===== src/inc/cfg_one_pkg.sv =====
/*
  Constants for the device configuration register one: offset, field
  positions, reset value and field codes.
  Assumes a plain address/strobe register port with 8-bit word addresses.
*/
package cfg_one_pkg;
  localparam int          ADDR_W          = 8;
  localparam logic [7:0]  CFG_ONE_OFFSET  = 8'hA6;
  localparam logic [31:0] CFG_ONE_RESET   = 32'h00000000;
  localparam logic [31:0] READ_ZERO       = 32'h00000000;
  // field positions
  localparam int PARITY_BIT  = 31;
  localparam int RSVD_BIT    = 30;
  localparam int MON_HI      = 29;
  localparam int MON_LO      = 28;
  localparam int DITHER_BIT  = 27;
  localparam int TADDR_HI    = 26;
  localparam int TADDR_LO    = 20;
  localparam int KEY_HI      = 19;
  localparam int KEY_LO      = 5;
  localparam int DRIVE_HI    = 4;
  localparam int DRIVE_LO    = 3;
  localparam int PULLUP_BIT  = 2;
  localparam int RANGE_HI    = 1;
  localparam int RANGE_LO    = 0;
  // readable and writable bits: all but reserved bit 30 and the key
  localparam logic [31:0] STORE_MASK = 32'hBFF0001F;
  // monitor output source codes
  localparam logic [1:0] MON_CONV_CH2 = 2'h0;
  localparam logic [1:0] MON_PHASE_A  = 2'h1;
  localparam logic [1:0] MON_PHASE_B  = 2'h2;
  localparam logic [1:0] MON_PHASE_C  = 2'h3;
  // supply range codes
  localparam logic [1:0] RANGE_UNDEF  = 2'h3;
endpackage


===== src/core/device_config_register_one.sv =====
/*
  Device configuration register one: one 32-bit register holding monitor
  select, dither mode, serial target address, write-only lock key, serial
  pin drive, pull-up enable and supply range.
  Every field leaves the block as a registered level, so the monitor
  switch, the dither generator and the pin pads downstream never see a
  combinational glitch while software rewrites the word.
  The key never lands in the stored word: it is latched apart and strobed
  for one cycle, so a lock controller sees every write, a repeat too.
  The parity bit is only stored; checking it is left to the caller.
  The one-hot source choice and the undefined-range flag are decoded
  from the stored word and so trail the fields by one cycle.
  Assumes a same-clock plain register port; read data one cycle later.
  Assumes the master never raises the write and read strobes together.
  Assumes a lock controller and the analog blocks sit outside.
*/
`timescale 1ns/1ns
`default_nettype none
module device_config_register_one (
  input  wire logic                           clk,
  input  wire logic                           reset_n,
  input  wire logic [cfg_one_pkg::ADDR_W-1:0] addr,
  input  wire logic [31:0]                    wdata,
  input  wire logic                           wr,
  input  wire logic                           rd,
  output logic      [31:0]                    rdata,
  output logic      [1:0]                     monitor_output_select,
  output logic      [3:0]                     monitor_source_onehot,
  output logic                                dither_random,
  output logic      [6:0]                     serial_target_address,
  output logic      [14:0]                    lock_key,
  output logic                                lock_key_strobe,
  output logic      [1:0]                     serial_pin_drive,
  output logic                                pullup_enable,
  output logic      [1:0]                     supply_range_select,
  output logic                                supply_range_undefined
);
  // whole block state in one flop bank; read data and decodes ride along
  typedef struct packed {
    logic [31:0] cfg;
    logic [31:0] rdata;
    logic [14:0] key;
    logic        key_stb;
    logic [3:0]  onehot;
    logic        undef;
  } state_t;

  state_t state_reg;
  state_t state_next;
  logic   [3:0] dec_onehot;
  logic         dec_undef;
  logic         hit;

  // only the one word offset answers
  function automatic logic offset_hit(input logic [cfg_one_pkg::ADDR_W-1:0] a);
    logic match;
    match = (a == cfg_one_pkg::CFG_ONE_OFFSET);
    return match;
  endfunction

  // parity bit of a register word
  function automatic logic parity_field(input logic [31:0] word);
    logic par;
    par = word[cfg_one_pkg::PARITY_BIT];
    return par;
  endfunction

  // monitor selector of a register word
  function automatic logic [1:0] monitor_field(input logic [31:0] word);
    logic [1:0] sel;
    sel = word[cfg_one_pkg::MON_HI:cfg_one_pkg::MON_LO];
    return sel;
  endfunction

  // dither pattern bit of a register word
  function automatic logic dither_field(input logic [31:0] word);
    logic pat;
    pat = word[cfg_one_pkg::DITHER_BIT];
    return pat;
  endfunction

  // serial target address of a register word
  function automatic logic [6:0] target_field(input logic [31:0] word);
    logic [6:0] taddr;
    taddr = word[cfg_one_pkg::TADDR_HI:cfg_one_pkg::TADDR_LO];
    return taddr;
  endfunction

  // lock key of a register word
  function automatic logic [14:0] key_field(input logic [31:0] word);
    logic [14:0] key;
    key = word[cfg_one_pkg::KEY_HI:cfg_one_pkg::KEY_LO];
    return key;
  endfunction

  // pin drive code of a register word
  function automatic logic [1:0] drive_field(input logic [31:0] word);
    logic [1:0] drv;
    drv = word[cfg_one_pkg::DRIVE_HI:cfg_one_pkg::DRIVE_LO];
    return drv;
  endfunction

  // pull-up enable bit of a register word
  function automatic logic pullup_field(input logic [31:0] word);
    logic pu;
    pu = word[cfg_one_pkg::PULLUP_BIT];
    return pu;
  endfunction

  // supply range code of a register word
  function automatic logic [1:0] range_field(input logic [31:0] word);
    logic [1:0] rng;
    rng = word[cfg_one_pkg::RANGE_HI:cfg_one_pkg::RANGE_LO];
    return rng;
  endfunction

  // stored view, built field by field so key and reserved bit stay out
  function automatic logic [31:0] store_view(input logic [31:0] word);
    logic [31:0] view;
    view = cfg_one_pkg::CFG_ONE_RESET;
    view[cfg_one_pkg::PARITY_BIT] = parity_field(word);
    view[cfg_one_pkg::RSVD_BIT] = 1'b0;
    view[cfg_one_pkg::MON_HI:cfg_one_pkg::MON_LO] = monitor_field(word);
    view[cfg_one_pkg::DITHER_BIT] = dither_field(word);
    view[cfg_one_pkg::TADDR_HI:cfg_one_pkg::TADDR_LO] = target_field(word);
    view[cfg_one_pkg::KEY_HI:cfg_one_pkg::KEY_LO] = 15'h0000;
    view[cfg_one_pkg::DRIVE_HI:cfg_one_pkg::DRIVE_LO] = drive_field(word);
    view[cfg_one_pkg::PULLUP_BIT] = pullup_field(word);
    view[cfg_one_pkg::RANGE_HI:cfg_one_pkg::RANGE_LO] = range_field(word);
    // masked once more so a slip above cannot expose the key
    return view & cfg_one_pkg::STORE_MASK;
  endfunction

  // decoder works on the stored value so outputs stay registered
  // costs one cycle of lag on the one-hot and the undefined flag
  cfg_one_decode u_decode (
    .monitor_output_select (monitor_field(state_reg.cfg)),
    .supply_range_select   (range_field(state_reg.cfg)),
    .source_onehot         (dec_onehot),
    .range_undefined       (dec_undef)
  );

  assign hit = offset_hit(addr);

  // next state: read bus quiet unless a read hits
  // strobes may come back to back; both work on the stored word,
  // so a read right after a write already sees the new value
  always_comb begin
    state_next         = state_reg;
    state_next.key_stb = 1'b0;
    state_next.rdata   = cfg_one_pkg::READ_ZERO;
    state_next.onehot  = dec_onehot;
    state_next.undef   = dec_undef;
    if (wr && hit) begin
      // key not stored in readable bits
      state_next.cfg     = store_view(wdata);
      state_next.key     = key_field(wdata);
      state_next.key_stb = 1'b1; // pulse lets the lock logic see each write
    end
    if (rd && hit) begin
      state_next.rdata = store_view(state_reg.cfg);
    end
  end

  // zero reset
  // constants only in the reset branch; the decodes restart from zero
  // and pick up the stored word on the first edge after release
  always_ff @(posedge clk or negedge reset_n) begin
    if (!reset_n) begin
      state_reg.cfg     <= cfg_one_pkg::CFG_ONE_RESET;
      state_reg.rdata   <= cfg_one_pkg::READ_ZERO;
      state_reg.key     <= 15'h0000;
      state_reg.key_stb <= 1'b0;
      state_reg.onehot  <= 4'h0;
      state_reg.undef   <= 1'b0;
    end else begin
      state_reg <= state_next;
    end
  end

  // field outputs straight from flops
  assign rdata                  = state_reg.rdata;
  // one extraction per field, shared with the write path
  // monitor select
  assign monitor_output_select  = monitor_field(state_reg.cfg);
  assign monitor_source_onehot  = state_reg.onehot; // lags select by one cycle
  assign dither_random          = dither_field(state_reg.cfg);
  assign serial_target_address  = target_field(state_reg.cfg);
  // key and its strobe go only to the lock controller
  assign lock_key               = state_reg.key;
  assign lock_key_strobe        = state_reg.key_stb;
  // pin drive code; code 3 is the strongest, not the weakest
  assign serial_pin_drive       = drive_field(state_reg.cfg);
  assign pullup_enable          = pullup_field(state_reg.cfg);
  // supply range; code 3 also raises the undefined flag
  assign supply_range_select    = range_field(state_reg.cfg);
  assign supply_range_undefined = state_reg.undef;
endmodule
`default_nettype wire


===== src/core/cfg_one_decode.sv =====
/*
  Decoder turning the monitor output selector into a one-hot source choice
  and flagging an undefined supply range code.
  Assumes same-clock inputs; purely combinational.
*/
`timescale 1ns/1ns
`default_nettype none
module cfg_one_decode (
  input  wire logic [1:0] monitor_output_select,
  input  wire logic [1:0] supply_range_select,
  output logic      [3:0] source_onehot,
  output logic            range_undefined
);
  always_comb begin
    source_onehot = 4'h0;
    case (monitor_output_select)
      cfg_one_pkg::MON_CONV_CH2: source_onehot = 4'h1;
      cfg_one_pkg::MON_PHASE_A:  source_onehot = 4'h2;
      cfg_one_pkg::MON_PHASE_B:  source_onehot = 4'h4;
      cfg_one_pkg::MON_PHASE_C:  source_onehot = 4'h8;
      default:                   source_onehot = 4'h0;
    endcase
  end
  assign range_undefined = (supply_range_select == cfg_one_pkg::RANGE_UNDEF);
endmodule
`default_nettype wire


===== config.mk =====
export PLATFORM = sky130hd
export DESIGN_NAME = device_config_register_one
export DESIGN_NICKNAME = d
export VERILOG_FILES = /design/src/inc/cfg_one_pkg.sv /design/src/core/device_config_register_one.sv /design/src/core/cfg_one_decode.sv
export SDC_FILE = /design/constraint.sdc
export NUM_CORES = 1
export LEC_CHECK = 0
export BUFFER_PORTS_ARGS = -buffer_cell sky130_fd_sc_hd__buf_2
export CORE_MARGIN = 2
export CORE_UTILIZATION = 44
export DETAILED_ROUTE_END_ITERATION = 16
export HOLD_SLACK_MARGIN = 0.1
export PLACE_DENSITY = 0.8
export SLEW_MARGIN = 20
export SYNTH_ARGS = -nofsm -noshare
export SYNTH_HDL_FRONTEND = slang
export SYNTH_SLANG_ARGS = --single-unit
export TNS_END_PERCENT = 5

===== constraint.sdc =====
create_clock -name clk -period 1.1 [get_ports clk]
set_input_delay 0.33 -clock clk [delete_from_list [all_inputs] [get_ports clk]]
set_output_delay 0.33 -clock clk [all_outputs]
set_load 0.01 [all_outputs]

=== Word-level counts from Yosys, hierarchy flattened ===
Index checks and enable logic that the tools add are counted.

* Bits in registers: 69
* Input bits: 44
* Output and inout port bits: 68
* Word-level logic and storage cells: 17

* Equal/unequal tests: 5
* Multiplexer cells: 3
* Reductions and logical operators: 3

{| class="wikitable"
|+ Operator list
! operator !! number
|-
| 2-to-1 mux 32 bit || 1
|-
| case mux 4 bit (4 select lines) || 1
|-
| equality test 8 bit, second input constant || 1
|-
| equality test 2 bit, second input constant || 3
|-
| equality test 2 x 1 -> 1 bit, second input constant || 1
|-
| logical AND 1 bit || 2
|-
| logical NOT 2 bit || 1
|-
| 2-to-1 mux 1 bit || 1
|}

=== Logic depth before layout (Yosys ltp) ===
* Depth in word-level cells: 3
* Depth in mapped cells: 4
* Depth with buffers taken out: 3

=== Hierarchy ===
Synthesis repeated with hierarchy kept, for this count alone.

* Cells, all modules: 179
* Area total of the unflattened synthesis: 2492.4 um^2

{| class="wikitable"
|+ Modules (own cells, without submodules)
! module !! times used !! cells each !! area each (um^2) !! sequential area each (um^2)
|-
| device_config_register_one || 1 || 174 || 2459.9 || 1326.3
|-
| cfg_one_decode || 1 || 5 || 32.5 || 0.0
|}

=== Worst setup path before layout ===
No wires, ideal clock.

* Path type: input to register
* Start point: input port addr[3] (netlist bit)
* End point: register state_reg (netlist bit dither_random)
* Setup time: 0.125 ns
* Arrival time: 1.202 ns
* Required time: 0.975 ns
* Slack: -0.227 ns
* Stages: 4
* Buffers on the path: 1
* Cells stage by stage: and4bb_2 nand3_4 buf_6 mux2_4

* Cells in the longest elaborated chain, start to end: 2

{| class="wikitable"
|+ Ends and longest elaborated chain
! what !! RTL line !! text
|-
| start: declaration || device_config_register_one.sv:22 || <nowiki>input wire logic [cfg_one_pkg::ADDR_W-1:0] addr,</nowiki>
|-
| equality test 8 bit || device_config_register_one.sv:57 || <nowiki>match = (a == cfg_one_pkg::CFG_ONE_OFFSET);</nowiki>
|-
| logical AND 1 bit || device_config_register_one.sv:154 || <nowiki>if (wr && hit) begin</nowiki>
|-
| end signal: assignment || device_config_register_one.sv:177 || <nowiki>state_reg <= state_next;</nowiki>
|-
| end: declaration || device_config_register_one.sv:48 || <nowiki>state_t state_reg;</nowiki>
|}

No other way between the ends.
A chain may end at the register's enable or synchronous reset.

=== Final worst setup path ===
* Start point: register state_reg (netlist bit pullup_enable)
* End point: output port pullup_enable

{| class="wikitable"
|+ RTL lines
! what !! RTL line !! text
|-
| end: declaration || device_config_register_one.sv:34 || <nowiki>output logic pullup_enable,</nowiki>
|}

No word-level cell between the ends.

==> results.yml <==
timing:
  final.setup_skew_ns: 0.00234
  fmax_mhz: 849
  finalCritPeriodShare_pct: 107
  hold_viol: 0
  holdWs_ns: 0.262
  fin_ws_ns: -0.0783
  tns_ns: -3.42
  setup_viol: 83
  period_minus_slack_ns: 1.18
  rsz0062_at_grt: "true"
  slew_viol_final: 0
critical_path:
  rr_startpoint: "monitor_output_select[1]"
  cp-start-kind: "register"
  crit_fanout: 3
  reg2reg_to: "monitor_output_select[1]"
  crit_chain: "buf_2"
  worstPathRequired_ns: 0.77
  regToRegSetupSlack_ns: 0.03
  cp.arrival_ns: 0.85
  rr_worst_depth: 3
  crit_type: "reg2out"
  crit_path_top_delay_cell: "dfrtp_1"
  cp_slowest_stage_delay_ns: 0.41
  cp-end-kind: "output port"
  critical-path-top-delay-family: "flip-flops"
  path_buf_inv: 1
power_and_ir_drop:
  power_frac_seq_pct: 58.9
  p_sw_uw: 745
  power_mw: 3.46
  irDropWorstVdd_uv: 527
  p_int_mw: 2.72
  clockPowerShare_pct: 30.2
  p_leak_nw: 1.75
  sw_frac_of_total_pct: 21.5
  p_per_area_mw_per_mm2: 1200
  p_comb_share_pct: 10.9
final_layout:
  final_common_cell: "buf_2"
  post-route-util_pct: 52.6
  max_flop_register: "rdata"
  most-common-layout-cells: "86 x buf_2, 52 x dfrtp_1, 29 x mux2_4"
  antenna_cells: 0
  nets: 286
  largest_reg_flops: 16
  final_area_mm2: 0.00288
  syn_to_final_growth_pct: 15.6
  n_fill_cell: 490
  multi_input_area_um2: 697
  final_cells: 314
  seqCellArea_mm2: 0.00133
  drive_above_1_share_pct: 62.0
placement:
  place_hpwl_mm: 2.68
  dp_cells: 295
  dp_slack_ns: -0.382
  globalplace.congestion: 0.699
  place_area_mm2: 0.00265
  io_buffers: 94
global_route:
  grt_pass1_wl_mm: 5.73
  grt_max_degree: 54
  grt_pass1_vias: 1248
  gr-total-overflow: 0
  antenna_found_initial: 0
  grtUsageTotal_pct: 11.9
clock_network:
  cts_max_path_buffers: 2
  cts-htree-levels: 2
  cts_root_buffer: "clkbuf_8"
  cts_tree: "done"
  cts.sinks: 53
  numCtsBuffers: 5
  path_clk_slew_ns: 0.08
  clk_latency_ns: 0.29
worst_hold_path:
  holdPathEnd: "lock_key[2]"
  hold_path_class: "in2reg"
  min_path_cells: 2
  min_from: "wdata[7]"
logic_synthesis:
  yosysSeqAreaShare_pct: 53.3
  synth_area_leaders: "dfrtp_1 53%, buf_4 19%, mux2_4 17%, and2_1 4.5%, buf_6 1.4%"
  syn_area_mm2: 0.00249
  netlist_instances: 179
  yosysTopAreaCell: "dfrtp_1"
  synth_top_area_share_pct: 53.3
  ys.warnings.count: 0
  ys_seq_elements: 53
  avgSynthCellArea_um2: 13.9
  synth.distinct_cells: 14
route:
  viasPerCell: 4.21
  ant_nets: 0
  post_drt_wl_per_cell_um: 12.1
  drtIter0Drc: 15
  drt_wl_total_mm: 3.80
  first_pass_iters: 2
  drc: 0
  vias: 1321
run_status:
  status: "finished with violations"
  violations: "negative setup slack"
die:
  rows: 27
  core_area_mm2: 0.00547
  fp.dieH_um: 79.2
  fp.dieArea_mm2: 0.00627
  start_util_pct: 45.5
  die_w_um: 79.2
  pin_count: 112
job:
  cap_violations: 0
[cells in the mapped netlist]
master,number
and2_1,18
and3_1,1
and4bb_2,2
buf_4,64
buf_6,3
clkbuf_2,1
conb_1,1
dfrtp_1,53
inv_1,1
mux2_2,2
mux2_4,29
nand3_4,1
nor2_1,1
nor2b_1,2
[final cells by class]
class	instances	area share, %
Clock buffer	7	3.00
Tap cell	72	3.13
Inverter	1	0.130
Multi-Input combinational cell	72	24.2
Timing Repair Buffer	109	23.4
Sequential cell	53	46.1
[routing by layer]
metal / routed length [µm] / track usage (%) / vias up
li1: - / - / 614
met1: 1570 / 14.3 / 625
met2: 1870 / 19.9 / 77
met3: 318 / 3.75 / 5
met4: 46 / 4.66 / 0
met5: 0 / 0 / -
[logic make-up after synthesis]
group	share of synthesized area [%]
muxes	18.4
buffers and inverters	21.0
and+or+nand+nor	7.14
DFF	53.3
other	0.151
[worst max-delay path by stage]
| stage | from | to | slack [ns] | cells after the start |
|---|---|---|---|---|
| after detailed placement | addr[3] | rdata[23] | -0.38 | 4 |
| after CTS | monitor_output_select[1] | monitor_output_select[1] | -0.08 | 1 |
| after global placement | addr[3] | rdata[24] | -0.37 | 4 |
| after floorplan | addr[3] | dither_random | -0.23 | 4 |
| final | pullup_enable | pullup_enable | -0.08 | 1 |
| after global routing | serial_target_address[6] | serial_target_address[6] | -0.12 | 1 |
[power by group through the flow]
stage               sequential (mW)  clock (mW)  combinational (mW)
finish                         2.04        1.05               0.377
global placement               2.08           0               0.323
floorplan                      2.08           0               0.265
global route                   2.05        1.19               0.414
CTS                            2.04        1.08               0.365
detailed placement             2.09           0               0.331
[what timing repair did]
item / in CTS / in global routing
setup endpoints to repair: 99 / 83
buffers inserted: 6 / 5
hold endpoints to repair: 53 / 0
hold buffers: 1 / 0
gates resized for setup: 6 / 4
pin swaps: 1 / 2
(Power assumes the default switching activity.)
